**config.mk**
```make
export PLATFORM = sky130hd
export DESIGN_NAME = pndp_core
export DESIGN_NICKNAME = d
export VERILOG_FILES = /design/src/pndp_pkg.sv /design/src/pndp_core.sv /design/src/pndp_fbdiv.sv
export SDC_FILE = /design/constraint.sdc
export NUM_CORES = 1
export LEC_CHECK = 0
export ABC_AREA = 0
export BUFFER_PORTS_ARGS = -buffer_cell sky130_fd_sc_hd__clkbuf_2
export CORE_ASPECT_RATIO = 0.75
export CORE_MARGIN = 2
export CORE_UTILIZATION = 60
export DETAILED_ROUTE_END_ITERATION = 7
export HOLD_SLACK_MARGIN = 0.05
export MAX_ROUTING_LAYER = met4
export PLACE_DENSITY = 0.78
export SKIP_LAST_GASP = 1
export SYNTH_ARGS = -nofsm -noshare
export SYNTH_HDL_FRONTEND = slang
export SYNTH_HIERARCHICAL = 1
export SYNTH_SLANG_ARGS = --single-unit
```
**constraint.sdc**
```tcl
create_clock -name ref_clk -period 10.7 [get_ports ref_clk]
set_input_delay 1.07 -clock ref_clk [delete_from_list [all_inputs] [get_ports ref_clk]]
set_output_delay 1.07 -clock ref_clk [all_outputs]
set_load 0.02 [all_outputs]
```
**src/pndp_pkg.sv**
```systemverilog
// constants for the feedback-divider programming block
package pndp_pkg;
	localparam int REF_CLK_HZ = 40_000_000;
	localparam int CAL_TIME_MS = 5;
	localparam int CAL_CYCLES = CAL_TIME_MS * (REF_CLK_HZ / 1000);
	localparam int WORD_W = 32;
	localparam int ADDR_W = 4;
	localparam logic [3:0] ADDR_CFG = 4'h0;
	localparam logic [3:0] ADDR_CAL = 4'h1;
	localparam logic [3:0] ADDR_FB = 4'h2;
	localparam int SOFT_RST_BIT = 4;
	localparam int RDIV_LSB = 12;
	localparam int RDIV_W = 14;
	localparam int CAL_GO_BIT = 31;
	localparam int TGT_LSB = 18;
	localparam int TGT_W = 13;
	localparam int PRESC_LSB = 4;
	localparam int PRESC_W = 2;
	localparam int SWAL_LSB = 6;
	localparam int SWAL_W = 6;
	localparam int MAIN_LSB = 12;
	localparam int MAIN_W = 13;
	localparam int TSEL_LSB = 25;
	localparam int TSEL_W = 4;
	localparam int LOCK_GO_BIT = 29;
	localparam int NDIV_W = 20;
	localparam logic [3:0] TSEL_HIZ = 4'h0;
	localparam logic [3:0] TSEL_DLOCK = 4'h1;
	localparam logic [3:0] TSEL_NDIV = 4'h2;
	localparam logic [3:0] TSEL_HIGH = 4'h3;
	localparam logic [3:0] TSEL_RDIV = 4'h4;
	localparam logic [3:0] TSEL_ALOCK = 4'h5;
	localparam logic [3:0] TSEL_RDBK = 4'h6;
	localparam logic [3:0] TSEL_LOW = 4'h7;
	localparam logic [NDIV_W-1:0] PRESC_LOW_BASE = 20'h00008;
	localparam int SYNC_N = 5;
endpackage : pndp_pkg

```
**src/pndp_core.sv**
```systemverilog
// serial programming, calibration gate and working dividers
//
// How it works
// - words with address 0010 go to the feedback-divider register
// - bits 5:4 pick the prescaler ratio, 01 meaning 16/17
// - bits 11:6 load the unsigned swallow count
// - bits 24:12 load the unsigned main count
// - bits 28:25 select what the test output pin shows
// - locking starts once config and divider words are written, calibration has finished, and lock-go is set or it is the first transfer after calibration
// - soft-reset bit 4 of config word clears calibration data
// - feedback counter divides VCO by swallow plus low modulus times main
// - reference divider 14 bits, swallow 6 bits, main 13 bits
// - calibration word bits 30:18 hold 13-bit target frequency
// - prescaler codes 00..11 give 8/9, 16/17, 32/33, 64/65
// - working dividers load on lock-go or on the first transfer after calibration; device clears lock-go after lock
// - each transfer is a 32-bit word, address in the low four bits
// - calibration runs 5 ms, blocks cal and divider writes, then self-clears
`timescale 1ns/1ps
module pndp_core import pndp_pkg::*; #(
	parameter int CAL_LEN = CAL_CYCLES
) (
	input wire logic ref_clk,
	input wire logic reset,
	input wire logic ser_clk,
	input wire logic ser_data,
	input wire logic ser_strobe,
	input wire logic lock_det,
	input wire logic vco_tick,
	output logic [PRESC_W-1:0] prescaler_ratio_sel_r,
	output logic [SWAL_W-1:0] swallow_r,
	output logic [MAIN_W-1:0] main_r,
	output logic [RDIV_W-1:0] rdiv_r,
	output logic [TGT_W-1:0] target_freq_r,
	output logic cal_busy_r,
	output logic cal_done_r,
	output logic locking_r,
	output logic lock_go_bit_r,
	output logic test_out_r,
	output logic test_out_oe_r
);
	// ****************************************
	// pin synchronisers
	// ****************************************
	logic [SYNC_N-1:0] pin_in;
	logic [SYNC_N-1:0] sync1_r;
	logic [SYNC_N-1:0] sync2_r;
	logic [SYNC_N-1:0] sync3_r;
	assign pin_in = {vco_tick, lock_det, ser_strobe, ser_data, ser_clk};

	genvar gi;
	generate
		for (gi = 0; gi < SYNC_N; gi++) begin : g_sync
			always_ff @(posedge ref_clk) begin
				if (reset) begin
					sync1_r[gi] <= 1'b0;
					sync2_r[gi] <= 1'b0;
					sync3_r[gi] <= 1'b0;
				end else begin
					sync1_r[gi] <= pin_in[gi];
					sync2_r[gi] <= sync1_r[gi];
					sync3_r[gi] <= sync2_r[gi];
				end
			end
		end
	endgenerate

	logic sclk_rise;
	logic strobe_rise;
	logic lock_s;
	logic vco_rise;
	assign sclk_rise = sync2_r[0] & ~sync3_r[0];
	assign strobe_rise = sync2_r[2] & ~sync3_r[2];
	assign lock_s = sync2_r[3];
	assign vco_rise = sync2_r[4] & ~sync3_r[4];

	// ****************************************
	// serial shift register
	// ****************************************
	logic [WORD_W-1:0] shift_r;
	logic [ADDR_W-1:0] addr;
	logic take_cfg;
	logic take_cal;
	logic take_fb;
	assign addr = shift_r[ADDR_W-1:0];
	assign take_cfg = strobe_rise && addr == ADDR_CFG;
	assign take_cal = strobe_rise && addr == ADDR_CAL && !cal_busy_r;
	assign take_fb = strobe_rise && addr == ADDR_FB && !cal_busy_r;

	// msb first, so the address bits arrive last
	always_ff @(posedge ref_clk) begin
		if (reset) begin
			shift_r <= '0;
		end else if (sclk_rise) begin
			shift_r <= {shift_r[WORD_W-2:0], sync2_r[1]};
		end
	end

	// ****************************************
	// configuration and calibration words
	// ****************************************
	logic soft_rst;
	logic cfg_done_r;
	logic [31:0] cal_cnt_r;
	assign soft_rst = take_cfg && shift_r[SOFT_RST_BIT];

	always_ff @(posedge ref_clk) begin
		if (reset) begin
			cfg_done_r <= 1'b0;
			rdiv_r <= '0;
		end else if (take_cfg) begin
			cfg_done_r <= 1'b1;
			rdiv_r <= shift_r[RDIV_LSB +: RDIV_W];
		end
	end

	always_ff @(posedge ref_clk) begin
		if (reset) begin
			target_freq_r <= '0;
		end else if (take_cal) begin
			target_freq_r <= shift_r[TGT_LSB +: TGT_W];
		end
	end

	always_ff @(posedge ref_clk) begin
		if (reset) begin
			cal_busy_r <= 1'b0;
			cal_cnt_r <= '0;
		end else if (take_cal && shift_r[CAL_GO_BIT]) begin
			cal_busy_r <= 1'b1;
			cal_cnt_r <= 32'(CAL_LEN - 1);
		end else if (cal_busy_r) begin
			if (cal_cnt_r == 32'h00000000) begin
				cal_busy_r <= 1'b0;
			end else begin
				cal_cnt_r <= cal_cnt_r - 32'h00000001;
			end
		end
	end

	logic cal_end;
	assign cal_end = cal_busy_r && cal_cnt_r == 32'h00000000;

	// calibration end outranks a coincident soft reset
	always_ff @(posedge ref_clk) begin
		if (reset) begin
			cal_done_r <= 1'b0;
		end else if (cal_end) begin
			cal_done_r <= 1'b1;
		end else if (soft_rst) begin
			cal_done_r <= 1'b0;
		end
	end

	// ****************************************
	// feedback-divider shadow and transfer
	// ****************************************
	logic [PRESC_W-1:0] sh_presc_r;
	logic [SWAL_W-1:0] sh_swal_r;
	logic [MAIN_W-1:0] sh_main_r;
	logic [TSEL_W-1:0] test_output_select_r;
	logic fb_pend_r;
	logic first_r;
	logic xfer;
	assign xfer = fb_pend_r && cfg_done_r && cal_done_r && !cal_busy_r
		&& (lock_go_bit_r || first_r);

	always_ff @(posedge ref_clk) begin
		if (reset) begin
			sh_presc_r <= '0;
			sh_swal_r <= '0;
			sh_main_r <= '0;
			test_output_select_r <= TSEL_HIZ;
		end else if (take_fb) begin
			sh_presc_r <= shift_r[PRESC_LSB +: PRESC_W];
			sh_swal_r <= shift_r[SWAL_LSB +: SWAL_W];
			sh_main_r <= shift_r[MAIN_LSB +: MAIN_W];
			test_output_select_r <= shift_r[TSEL_LSB +: TSEL_W];
		end
	end

	always_ff @(posedge ref_clk) begin
		if (reset) begin
			fb_pend_r <= 1'b0;
		end else if (take_fb) begin
			fb_pend_r <= 1'b1;
		end else if (xfer || soft_rst) begin
			fb_pend_r <= 1'b0;
		end
	end

	always_ff @(posedge ref_clk) begin
		if (reset) begin
			first_r <= 1'b0;
		end else if (cal_end) begin
			first_r <= 1'b1;
		end else if (xfer || soft_rst) begin
			first_r <= 1'b0;
		end
	end

	// a fresh lock-go write outranks the clear after lock
	always_ff @(posedge ref_clk) begin
		if (reset) begin
			lock_go_bit_r <= 1'b0;
		end else if (take_fb) begin
			lock_go_bit_r <= shift_r[LOCK_GO_BIT];
		end else if (locking_r && lock_s) begin
			lock_go_bit_r <= 1'b0;
		end
	end

	always_ff @(posedge ref_clk) begin
		if (reset) begin
			prescaler_ratio_sel_r <= '0;
			swallow_r <= '0;
			main_r <= '0;
		end else if (xfer) begin
			prescaler_ratio_sel_r <= sh_presc_r;
			swallow_r <= sh_swal_r;
			main_r <= sh_main_r;
		end
	end

	always_ff @(posedge ref_clk) begin
		if (reset) begin
			locking_r <= 1'b0;
		end else if (xfer) begin
			locking_r <= 1'b1;
		end else if (lock_s) begin
			locking_r <= 1'b0;
		end
	end

	// ****************************************
	// dividers and test output
	// ****************************************
	logic fb_pulse;
	logic [RDIV_W-1:0] rcnt_r;
	logic ref_pulse_r;

	pndp_fbdiv #(.SW_W(SWAL_W), .MN_W(MAIN_W)) u_fbdiv (
		.ref_clk(ref_clk),
		.reset(reset),
		.vco_tick(vco_rise),
		.presc(prescaler_ratio_sel_r),
		.swallow(swallow_r),
		.main_cnt(main_r),
		.fb_pulse_r(fb_pulse)
	);

	// reference divider over ref_clk, zero treated as one
	always_ff @(posedge ref_clk) begin
		if (reset) begin
			rcnt_r <= '0;
			ref_pulse_r <= 1'b0;
		end else if (rcnt_r + 14'h0001 >= rdiv_r) begin
			rcnt_r <= '0;
			ref_pulse_r <= 1'b1;
		end else begin
			rcnt_r <= rcnt_r + 14'h0001;
			ref_pulse_r <= 1'b0;
		end
	end

	always_ff @(posedge ref_clk) begin
		if (reset) begin
			test_out_r <= 1'b0;
			test_out_oe_r <= 1'b0;
		end else begin
			test_out_oe_r <= 1'b1;
			case (test_output_select_r)
				TSEL_DLOCK: test_out_r <= lock_s;
				TSEL_NDIV: test_out_r <= fb_pulse;
				TSEL_HIGH: test_out_r <= 1'b1;
				TSEL_RDIV: test_out_r <= ref_pulse_r;
				TSEL_ALOCK: test_out_r <= lock_s;
				TSEL_RDBK: test_out_r <= cal_busy_r;
				TSEL_LOW: test_out_r <= 1'b0;
				default: begin
					test_out_r <= 1'b0;
					test_out_oe_r <= 1'b0;
				end
			endcase
		end
	end

	// ****************************************
	// checks
	// ****************************************
	chk_fb_route: assert property (@(posedge ref_clk) disable iff (reset)
		take_fb |=> sh_main_r == $past(shift_r[24:12]) && sh_swal_r == $past(shift_r[11:6]))
		else $error("divider word not captured");
	chk_presc_field: assert property (@(posedge ref_clk) disable iff (reset)
		take_fb |=> sh_presc_r == $past(shift_r[5:4]))
		else $error("prescaler field not captured");
	chk_cal_block: assert property (@(posedge ref_clk) disable iff (reset)
		cal_busy_r && strobe_rise |=> $stable(sh_main_r) && $stable(target_freq_r))
		else $error("write accepted during calibration");
	chk_cal_length: assert property (@(posedge ref_clk) disable iff (reset)
		$fell(cal_busy_r) |-> $past(cal_cnt_r) == 32'h00000000 && cal_done_r)
		else $error("calibration ended early");
	chk_soft_reset: assert property (@(posedge ref_clk) disable iff (reset)
		soft_rst && !cal_end |=> !cal_done_r && !first_r)
		else $error("soft reset kept calibration data");
	chk_xfer_gate: assert property (@(posedge ref_clk) disable iff (reset)
		!xfer |=> $stable(main_r) && $stable(swallow_r))
		else $error("working divider changed without transfer");
	chk_lock_clear: assert property (@(posedge ref_clk) disable iff (reset)
		locking_r && lock_s && !take_fb && !xfer |=> !lock_go_bit_r && !locking_r)
		else $error("lock-go not cleared after lock");
	chk_lock_start: assert property (@(posedge ref_clk) disable iff (reset)
		xfer |=> locking_r && main_r == $past(sh_main_r))
		else $error("locking did not start");
	chk_test_hiz: assert property (@(posedge ref_clk) disable iff (reset)
		test_output_select_r == TSEL_HIZ |=> !test_out_oe_r)
		else $error("test pin driven in high impedance mode");
	chk_test_high: assert property (@(posedge ref_clk) disable iff (reset)
		test_output_select_r == TSEL_HIGH |=> test_out_oe_r && test_out_r)
		else $error("test pin not high");

	cov_cal_run: cover property (@(posedge ref_clk) disable iff (reset) $fell(cal_busy_r));
	cov_first_xfer: cover property (@(posedge ref_clk) disable iff (reset) xfer && first_r);
	cov_lock_done: cover property (@(posedge ref_clk) disable iff (reset) locking_r && lock_s);
	cov_soft_rst: cover property (@(posedge ref_clk) disable iff (reset) soft_rst && cal_done_r);
endmodule : pndp_core

```
**src/pndp_fbdiv.sv**
```systemverilog
// feedback counter dividing synchronised vco ticks by N
`timescale 1ns/1ps
module pndp_fbdiv import pndp_pkg::*; #(
	parameter int SW_W = SWAL_W,
	parameter int MN_W = MAIN_W
) (
	input wire logic ref_clk,
	input wire logic reset,
	input wire logic vco_tick,
	input wire logic [PRESC_W-1:0] presc,
	input wire logic [SW_W-1:0] swallow,
	input wire logic [MN_W-1:0] main_cnt,
	output logic fb_pulse_r
);
	logic [NDIV_W-1:0] n_val;
	logic [NDIV_W-1:0] cnt_r;

	// N = A + P*B with P = 8 << code
	always_comb begin
		n_val = NDIV_W'(swallow) + ((PRESC_LOW_BASE << presc) * NDIV_W'(main_cnt));
	end

	always_ff @(posedge ref_clk) begin
		if (reset) begin
			cnt_r <= '0;
			fb_pulse_r <= 1'b0;
		end else begin
			fb_pulse_r <= 1'b0;
			if (vco_tick) begin
				if (cnt_r + 20'h00001 >= n_val) begin
					cnt_r <= '0;
					fb_pulse_r <= 1'b1;
				end else begin
					cnt_r <= cnt_r + 20'h00001;
				end
			end
		end
	end

	chk_ndiv_value: assert property (@(posedge ref_clk) disable iff (reset)
		presc == 2'h1 |-> n_val == NDIV_W'(swallow) + 20'h00010 * NDIV_W'(main_cnt))
		else $error("prescaler 16/17 gives wrong N");
	chk_ndiv_wrap: assert property (@(posedge ref_clk) disable iff (reset)
		fb_pulse_r |-> $past(vco_tick) && $past(cnt_r) + 20'h00001 >= $past(n_val))
		else $error("feedback pulse without full count");
endmodule : pndp_fbdiv

```
Yosys cells after proc, flatten, opt, wreduce, memory -nomap -nowiden
Index checks and enable logic that the tools add are counted.
- bits in registers: 195
- input port bits: 7
- eq/ne operators: 10
- bitwise logic cells: 8
- shifts and indexed selects: 1
- $lt $le $gt $ge: 2
- multipliers: 1
- reductions and logical operators: 31
- multiplexer cells: 20
- add/sub/neg operators: 4
- operator list (operator ; count):
    $mux W18 ; 3
    $logic_not A32 Y1 ; 1
    $sub A32 B1 Y32 const B ; 1
    $add A20 B1 Y20 const B ; 1
    $add A6 B20 Y20 ; 1
    $ge A20 B20 Y1 ; 1
    $mul A20 B13 Y20 ; 1
    $mux W20 ; 1
    $shl A4 B2 Y20 const A ; 1
    $eq A4 B3 Y1 const B ; 4
    $mux W1 ; 15
    $add A14 B1 Y14 const B ; 1
    $ge A14 B14 Y1 ; 1
    $logic_and A1 B1 Y1 ; 13
    $eq A4 B2 Y1 const B ; 3
    $reduce_bool A2 Y1 ; 6
    $eq A4 B1 Y1 const B ; 2
    $reduce_or A2 Y1 ; 4
    $reduce_or A7 Y1 ; 1
    $not A1 Y1 ; 5
    $pmux W1 S5 ; 1
    $logic_not A4 Y1 ; 1
    $reduce_and A2 Y1 ; 2
    $and A1 B1 Y1 ; 3
    3 further kinds ; 4

Logic depth before layout (Yosys ltp)
Gate-level depths: netlist (run 1).
- word-level depth: 7
- mapped depth: 28
- mapped depth without buffers: 26

By module
Netlist (run 1), hierarchy kept.
- by module, submodules not included (module ; times used ; sequential area each (µm²) ; cells each ; area each (µm²)):
    pndp_core ; 1 ; 3483.3 ; 822 ; 7053.0
    pndp_fbdiv ; 1 ; 420.4 ; 501 ; 4230.3

Worst setup path after synthesis (run 1)
OpenSTA, ideal clock, no wires.
- kind: reg2reg
- from: reg prescaler_ratio_sel_r[0]
- to: reg u_fbdiv.cnt_r[14]
- buffers on the path: 2
- setup time: 0.123 ns
- arrival: 6.264 ns
- stages on the path, launching flop included: 24
- path slack: 4.314 ns
- cell sequence: dfxtp_1 -> nor2b_1 -> clkbuf_1 -> nand2_1 -> fa_1 -> fa_1 -> inv_1 -> fa_1 -> ha_1 -> ha_1 -> ha_1 -> ha_1 -> a21o_1 -> a21o_1 -> a21oi_1 -> o31ai_1 -> xnor2_1 -> ha_1 -> nand4_1 -> nor4_1 -> a22o_1 -> clkbuf_1 -> nor3_1 -> a221o_2
- cells in the longest elaborated chain, start to end: 5
- RTL lines (element ; RTL line ; RTL):
    start, declared ; pndp_core.sv:29 ; output logic [PRESC_W-1:0] prescaler_ratio_sel_r,
    start signal, assigned ; pndp_core.sv:218 ; prescaler_ratio_sel_r <= sh_presc_r;
    $shl A4 B2 Y20 ; pndp_fbdiv.sv:20 ; n_val = NDIV_W'(swallow) + ((PRESC_LOW_BASE << presc) * NDIV_W'(main_cnt));
    $mul A20 B13 Y20 ; pndp_fbdiv.sv:20 ;
    $add A6 B20 Y20 ; pndp_fbdiv.sv:20 ;
    $ge A20 B20 Y1 ; pndp_fbdiv.sv:30 ; if (cnt_r + 20'h00001 >= n_val) begin
    $mux W20 ; pndp_fbdiv.sv:30 ;
    end signal, assigned ; pndp_fbdiv.sv:34 ; cnt_r <= cnt_r + 20'h00001;
    end, declared ; pndp_fbdiv.sv:16 ; logic [NDIV_W-1:0] cnt_r;
Every way passes these cells.
A chain may end at the register's enable or synchronous reset.

Final worst setup path (run 1)
Ends and elaborated chain as after synthesis.

==> impl_results.md, run 1 <==
- Crit path buf inv count: 3
- CP Class: flip-flop to flip-flop
- Min setup slack post-route: 3130 ps
- CTS buffer count: 17
- Reg2reg start: prescaler_ratio_sel_r[0]
- Die Span X: 162 um
- CP delay by family, top: adder cells
- WL per Instance: 15.6 um
- Vias in the first global route: 8,751
- CTS root buf: clkbuf_16
- Worst IR drop on VDD: 0.0948 mV
- GPL Wtd Cong: 0.938
- Final Max Slew Viols: 0
- Biggest cell delay along the critical path: 820 ps
- Startpoint Class: flip-flop
- DPL Wire Length: 17,700 um
- Final Routed Wirelength: 25,000 um
- Achievable Freq: 0.132 GHz
- Initial DRC Count: 737
- Die area: 0.0199 mm2
- Postcts setup bufs: 0
- Crit path capture type: flip-flop
- Slew at the pin with the worst max-slew slack: 1210 ps
- #FFs+latches synth: 195
- Status: finished, final reports clean
- Core area: 0.0185 mm2
- Number of enable flip-flop cells after synthesis: 0
- DRT Pass-1 Iters: 6
- IO Pins: 61
- TritonCTS clock tree: built
- Post-cts gate resize count: 0
- Number of port buffers: 60
- Layout cells sized above 1: 9.68%
- Grt total ovfl: 0
- Most used cell, CP: ha_1
- CTS max path bufs: 2
- Layout Skew: 18.1 ps
- Worst slack, placed: 3240 ps
- Vias: 9,365
- Post-cts hold buffer count: 0
- Worst skew pair latency: 440 ps
- Antenna diodes: 0
- Post-Route Setup TNS: 0 ps
- Ys flop type: dfxtp_1
- Cell count after synthesis: 1,323
- Initial Util: 61.1%
- Post-route DRC: 0
- Crit path DAT: 7900 ps
- Reg-to-reg slack, setup: 3130 ps
- Hold path depth: 2
- Final #Nets: 1,487
- CTS clock-pin slew for the worst setup and hold paths: 80 ps
- CP Cell Sequence: nor2b_1 -> nand2_1 -> fa_1 -> fa_1 -> inv_1 -> ha_1 -> ha_1 -> inv_1 -> fa_1 -> inv_1 -> ha_1 -> ha_1 -> a21oi_1 -> nor3b_1 -> a31oi_1 -> a311o_1 -> xor2_1 -> ha_1 -> nand4_1 -> nor4_1 -> a22o_1 -> nor3_1 -> a221o_2
- LEAKAGE: 0.00524 uW
- Worst R2R End: u_fbdiv/cnt_r[14]
- Final period utilization: 70.8%
- Slew headroom: 18.6%
- PwrDens: 114 mW/mm2
- GR Util All Layers: 26.7%
- Rows: 43
- Antenna violations before repair: 0
- Asr flop ratio synth: 0%
- Largest net degree at the start of global routing: 85
- Final Hold Fails: 0
- Filler instances: 1,512
- Ys Warns: 6
- Vias per inst: 5.85
- Unique masters post-synth: 71
- Min-Delay Endpoint: shift_r[0]
- Mapped Avg Cell Area: 8.53 um2
- Die height: 123 um
- # clock sinks: 195
- Hold_sp: sync2_r[1]
- First-pass GRT wire length: 42,200 um
- Period minus WS final: 7570 ps
- RSZ-0062 raised after global routing: no
- Slowest CP cell: a22o_1
- Final setup viols: 0
- Reg2Reg Depth: 23
- Area Overhead vs Synth: 9.06%
- Hold Path Class: flip-flop to flip-flop
- H-tree Lvls: 4
- Max-Cap Viols: 0
- Routed Antenna Nets: 0
- CP Max Fanout: 24
- Synthesized area: 0.0113 mm2
- Crit path required time: 11,030 ps
- Post-synth net total: 1,469
- Register area share after synthesis: 34.6%
-- Yosys cell counts (3+ instances only) --
cell type  number  area, um2
or2_2           9       56.3
fa_1           22        440
nor3_1         19       95.1
xnor2_1        31        272
inv_1          70        263
clkbuf_1       55        206
a211oi_1        5       37.5
o31ai_1        18        135
or3_1          13       81.3
nor4_1         11       68.8
a21o_1         10       75.1
ha_1          117       1460
nand2_1       238        893
nand3_1        21        105
and4_1          4       35.0
or4_1          22        165
buf_2          13       65.1
o21ai_0        14       70.1
o41ai_1        13        114
dfxtp_1       195       3900
and3_1         19        119
a211o_1         6       52.6
mux2i_1        16        160
and2_1         28        175
a21oi_1       142        711
xor2_1         19        166
a22o_1         11       96.3
nand4_1        14       87.6
nand2b_1       15       93.8
nor2b_1        23        144
a31oi_1         8       50.1
or4b_1          4       40.0
nor3b_1        16        120
nor3_2          3       30.0
nor2_1         51        191
-- routing by layer --
metal / part of all wire (%) / wire (um) / vias to the layer above / GRT usage [%]
li1: - / - / 4667 / -
met1: 47 / 11800 / 4429 / 35.1
met2: 46 / 11600 / 234 / 42.6
met3: 5.3 / 1330 / 35 / 5.04
met4: 1.2 / 305 / 0 / 6.86
met5: 0 / 0 / - / -
-- how the worst max path moves through the flow --
| stage | cells past startpoint | endpoint | from |
|---|---|---|---|
| after floorplan | 23 | u_fbdiv/cnt_r[14] | prescaler_ratio_sel_r[0] |
| after global placement | 23 | u_fbdiv/cnt_r[14] | prescaler_ratio_sel_r[0] |
| after detailed placement | 23 | u_fbdiv/cnt_r[14] | prescaler_ratio_sel_r[0] |
| after CTS | 23 | u_fbdiv/cnt_r[14] | prescaler_ratio_sel_r[0] |
| after global routing | 23 | u_fbdiv/cnt_r[14] | prescaler_ratio_sel_r[0] |
| final | 23 | u_fbdiv/cnt_r[14] | prescaler_ratio_sel_r[0] |
-- power breakdown --
| part | switching, uW | internal, uW |
|---|---|---|
| Combinational | 21.1 | 6.74 |
| Sequential | 1.13 | 727 |
| Clock | 329 | 319 |
| Total | 351 | 1050 |
-- metrics by stage --
step           hold WS [ps]  std cells  power, uW  cell area, um2  util [%]
2_1_floorplan           414       1323        766           11300         -
3_3_place_gp            418       1569        773           11700      63.4
3_5_place_dp            428       1569        773           11700      63.4
4_1_cts                 451       1601       1410           12300      66.7
5_1_grt                 465       1601       1440           12300      66.7
6_report                448       1601       1400           12300      66.7
-- logic make-up (layout without fill, tap and decap cells) --
family          count (synthesis)  after routing  share of synthesized area (%)
buf+inv                       140            171                           4.87
fa+ha+maj                     139            139                           16.9
xor+xnor                       50             50                           3.88
simple gates                  529            529                           24.3
mux                            16             16                           1.42
flops                         195            195                           34.6
compound gates                254            254                           14.0
-- flip-flops by register name, indices dropped and copies added, names as in the netlist, 2 cells and up --
| signal | count |
|---|---|
| cal_cnt_r | 32 |
| shift_r | 32 |
| u_fbdiv/cnt_r | 20 |
| rcnt_r | 14 |
| rdiv_r | 14 |
| main_r | 13 |
| sh_main_r | 13 |
| target_freq_r | 13 |
| sh_swal_r | 6 |
| swallow_r | 6 |
| sync1_r | 5 |
| sync2_r | 4 |
| test_output_select_r | 4 |
| sync3_r | 3 |
| prescaler_ratio_sel_r | 2 |
| sh_presc_r | 2 |
-- worst register-to-register path, cell delays in order (launching register included) --
cell     delay [ps]
dfxtp_1         610
nor2b_1         700
nand2_1         190
fa_1            530
fa_1            430
inv_1            60
ha_1            220
ha_1            200
inv_1            70
fa_1            420
inv_1            80
ha_1            230
ha_1            330
a21oi_1          80
nor3b_1         440
a31oi_1         250
a311o_1         320
xor2_1          150
ha_1            290
nand4_1         160
nor4_1          320
a22o_1          820
nor3_1          180
a221o_2         370
-- cell type report --
cell class / instances / area [um2] / area share (%)
Multi-Input combinational cell: 988 / 6850 / 55.6
Sequential cell: 195 / 3900 / 31.7
Clock buffer: 18 / 429 / 3.49
Timing Repair Buffer: 69 / 370 / 3.01
Tap cell: 247 / 309 / 2.51
Inverter: 70 / 263 / 2.14
Clock inverter: 14 / 184 / 1.49
-- placed cells by master, fill, tap and decap left out, types with 17 or more instances in the layout --
| cell | n |
|---|---|
| clkbuf_2 | 59 |
| xnor2_1 | 31 |
| nor2_1 | 51 |
| inv_1 | 70 |
| and2_1 | 28 |
| nor3_1 | 18 |
| fa_1 | 22 |
| o31ai_1 | 18 |
| or4_1 | 22 |
| xor2_1 | 19 |
| dfxtp_1 | 195 |
| nand3_1 | 21 |
| nor2b_1 | 22 |
| nand2_1 | 238 |
| clkbuf_16 | 17 |
| and3_1 | 19 |
| a21oi_1 | 142 |
| ha_1 | 117 |
Power figures use the tool's default switching activity.
==> inputs of run 2 (changes only) <==
==> constraint.sdc (replaced) <==
create_clock -name ref_clk -period 7.8 [get_ports ref_clk]
set_input_delay 0.78 -clock ref_clk [delete_from_list [all_inputs] [get_ports ref_clk]]
set_output_delay 0.78 -clock ref_clk [all_outputs]
set_load 0.02 [all_outputs]
==> impl_results.md, run 2 (synthesized netlist as in run 1, its figures left out) <==
- TritonCTS clock tree: built
- Startpoint Class: flip-flop
- CTS root buf: clkbuf_16
- Rows: 43 (unchanged)
- Worst slack, placed: 469 ps (-2770 ps)
- Worst setup path startpoint: prescaler_ratio_sel_r[0]
- WL per Instance: 15.4 um (-1.2%)
- # clock sinks: 195 (unchanged)
- Grt total ovfl: 0 (unchanged)
- Final setup viols: 0 (unchanged)
- Commonest non-fill, non-tap cell in the layout: nand2_1
- Vias per inst: 5.83 (-0.32%)
- Final period utilization: 92.4% (+22 points)
- Most Used Layer, Global Route: met2
- GR Util All Layers: 26.1% (-0.59 points)
- Antenna diodes: 0 (unchanged)
- Initial Util: 61.1% (unchanged)
- Reg2reg start: prescaler_ratio_sel_r[0]
- DPL Wire Length: 17,700 um (-0.25%)
- Final Hold Fails: 0 (unchanged)
- PwrDens: 157 mW/mm2 (+38%)
- Worst skew pair latency: 450 ps (about the same)
- Max-Cap Viols: 0 (unchanged)
- Achievable Freq: 0.139 GHz (+5.0%)
- Post-cts hold buffer count: 0 (unchanged)
- GPL Wtd Cong: 0.928 (-1.1%)
- Vias in the first global route: 8,508 (-2.8%)
- H-tree Lvls: 4 (unchanged)
- CP Max Fanout: 18 (-25%)
- Routed Antenna Nets: 0 (unchanged)
- CTS buffer count: 17 (unchanged)
- Initial DRC Count: 677 (-8.1%)
- Die area: 0.0199 mm2 (unchanged)
- Postcts setup bufs: 0 (unchanged)
- CP Class: flip-flop to flip-flop
- CTS max path bufs: 2 (unchanged)
- Crit path required time: 8190 ps (-2840 ps)
- CTS clock-pin slew for the worst setup and hold paths: 80 ps (about the same)
- Met1 Resource Use GR: 35.5% (+0.35 points)
- Crit path DAT: 7600 ps (-300 ps)
- Most frequent cells in the layout: nand2_1, dfxtp_1, a21oi_1
- Antenna violations before repair: 0 (unchanged)
- Core area: 0.0185 mm2 (unchanged)
- Largest net degree at the start of global routing: 70 (-18%)
- Area Overhead vs Synth: 9.27%
- Post-route DRC: 0 (unchanged)
- Slew headroom: 16.2% (-2.4 points)
- Final Max Slew Viols: 0 (unchanged)
- Global Route met3 Usage: 5.71% (+0.68 points)
- RSZ-0062 raised after global routing: no
- Leading registers by flop count: cal_cnt_r (32), shift_r (32), u_fbdiv/cnt_r (20)
- Post-Route Setup TNS: 0 ps (unchanged)
- Slew at the pin with the worst max-slew slack: 1260 ps (+42.9 ps)
- LEAKAGE: 0.00526 uW (+0.32%)
- Filler instances: 1,516 (+0.26%)
- Period minus WS final: 7210 ps (-362 ps)
- Die Span X: 162 um (unchanged)
- Die height: 123 um (unchanged)
- Min setup slack post-route: 590 ps (-2540 ps)
- Post-cts gate resize count: 0 (unchanged)
- Hold Path Class: flip-flop to flip-flop
- Worst IR drop on VDD: 0.140 mV (+47%)
- Vias: 9,347 (-0.19%)
- DRT Pass-1 Iters: 5 (-1)
- IO Pins: 61 (unchanged)
- Number of port buffers: 60 (unchanged)
- Crit path capture type: flip-flop
- Final #Nets: 1,489 (+0.13%)
- M2 GR Usage: 39.7% (-2.9 points)
- Final Routed Wirelength: 24,800 um (-1.1%)
- Layout cells sized above 1: 10.0% (+0.35 points)
- First-pass GRT wire length: 41,100 um (-2.6%)
- Hold_sp: sync1_r[1]
- Power Total: 1940 uW (+38%)
- Status: finished, final reports clean
- Layout Skew: 20.0 ps (+1.89 ps)
## run 2: cell types whose count changed in the layout (fill, tap and decap cells not counted), sizes merged
cell	change
clkbuf	-1
clkinv	-1
inv	+3
buf	+2
clkinvlp	-1
## run 2: area by class of cell
class                   instances  area [um2]  area share [%]
inverters                      70         263            2.13
flip-flops and latches        195        3900            31.7
clock buffers                  17         425            3.45
well taps                     247         309            2.51
repair buffers                 71         385            3.13
multi-input cells             988        6850            55.6
clock inverters                15         191            1.55
## run 2: path summary, 6_finish.rpt
path	to	slack (ps)	depth (start not counted)
setup / recovery	u_fbdiv/cnt_r[2]	590	24
hold / removal	sync2_r[1]	440	1
setup reg to reg	u_fbdiv/cnt_r[2]	590	24
hold reg to reg	sync2_r[1]	440	1
## run 2: critical path, cell delays in order, from the launching register on
cell	delay, ps
dfxtp_1	650
nor2b_2	550
and2_1	230
fa_1	400
ha_1	300
ha_1	150
inv_1	50
fa_1	500
inv_1	50
fa_1	430
ha_1	290
ha_1	370
a21oi_1	140
o21ai_0	110
and3_1	190
a31oi_1	280
a41oi_1	200
xnor2_1	170
ha_1	300
nand4_1	160
nor2_1	70
a221oi_1	250
o21ai_1	350
nor4b_4	700
a22o_1	250
## run 2: layer usage
| metal | up-vias | part of all wire [%] |
|---|---|---|
| met5 | - | 0 |
| li1 | 4693 | - |
| met3 | 22 | 5.6 |
| met4 | 0 | 1.3 |
| met2 | 240 | 45 |
| met1 | 4392 | 48 |
## run 2: stage by stage
| stage | cell area [um2] | instances | hold slack (ps) | util (%) |
|---|---|---|---|---|
| final | 12300 | 1603 | 442 | 66.8 |
| after global routing | 12300 | 1603 | 450 | 66.8 |
| after CTS | 12300 | 1603 | 443 | 66.8 |
| after detailed placement | 11700 | 1571 | 423 | 63.4 |
| after global placement | 11700 | 1571 | 417 | 63.4 |
| after floorplan | 11300 | 1323 | 414 | - |
## run 2: where the power goes
part           internal, uW  leakage (uW)  total, uW  switching (uW)
registers               998       0.00157        999            1.36
logic                  9.24       0.00339       38.3            29.1
clock network           442      0.000299        899             457
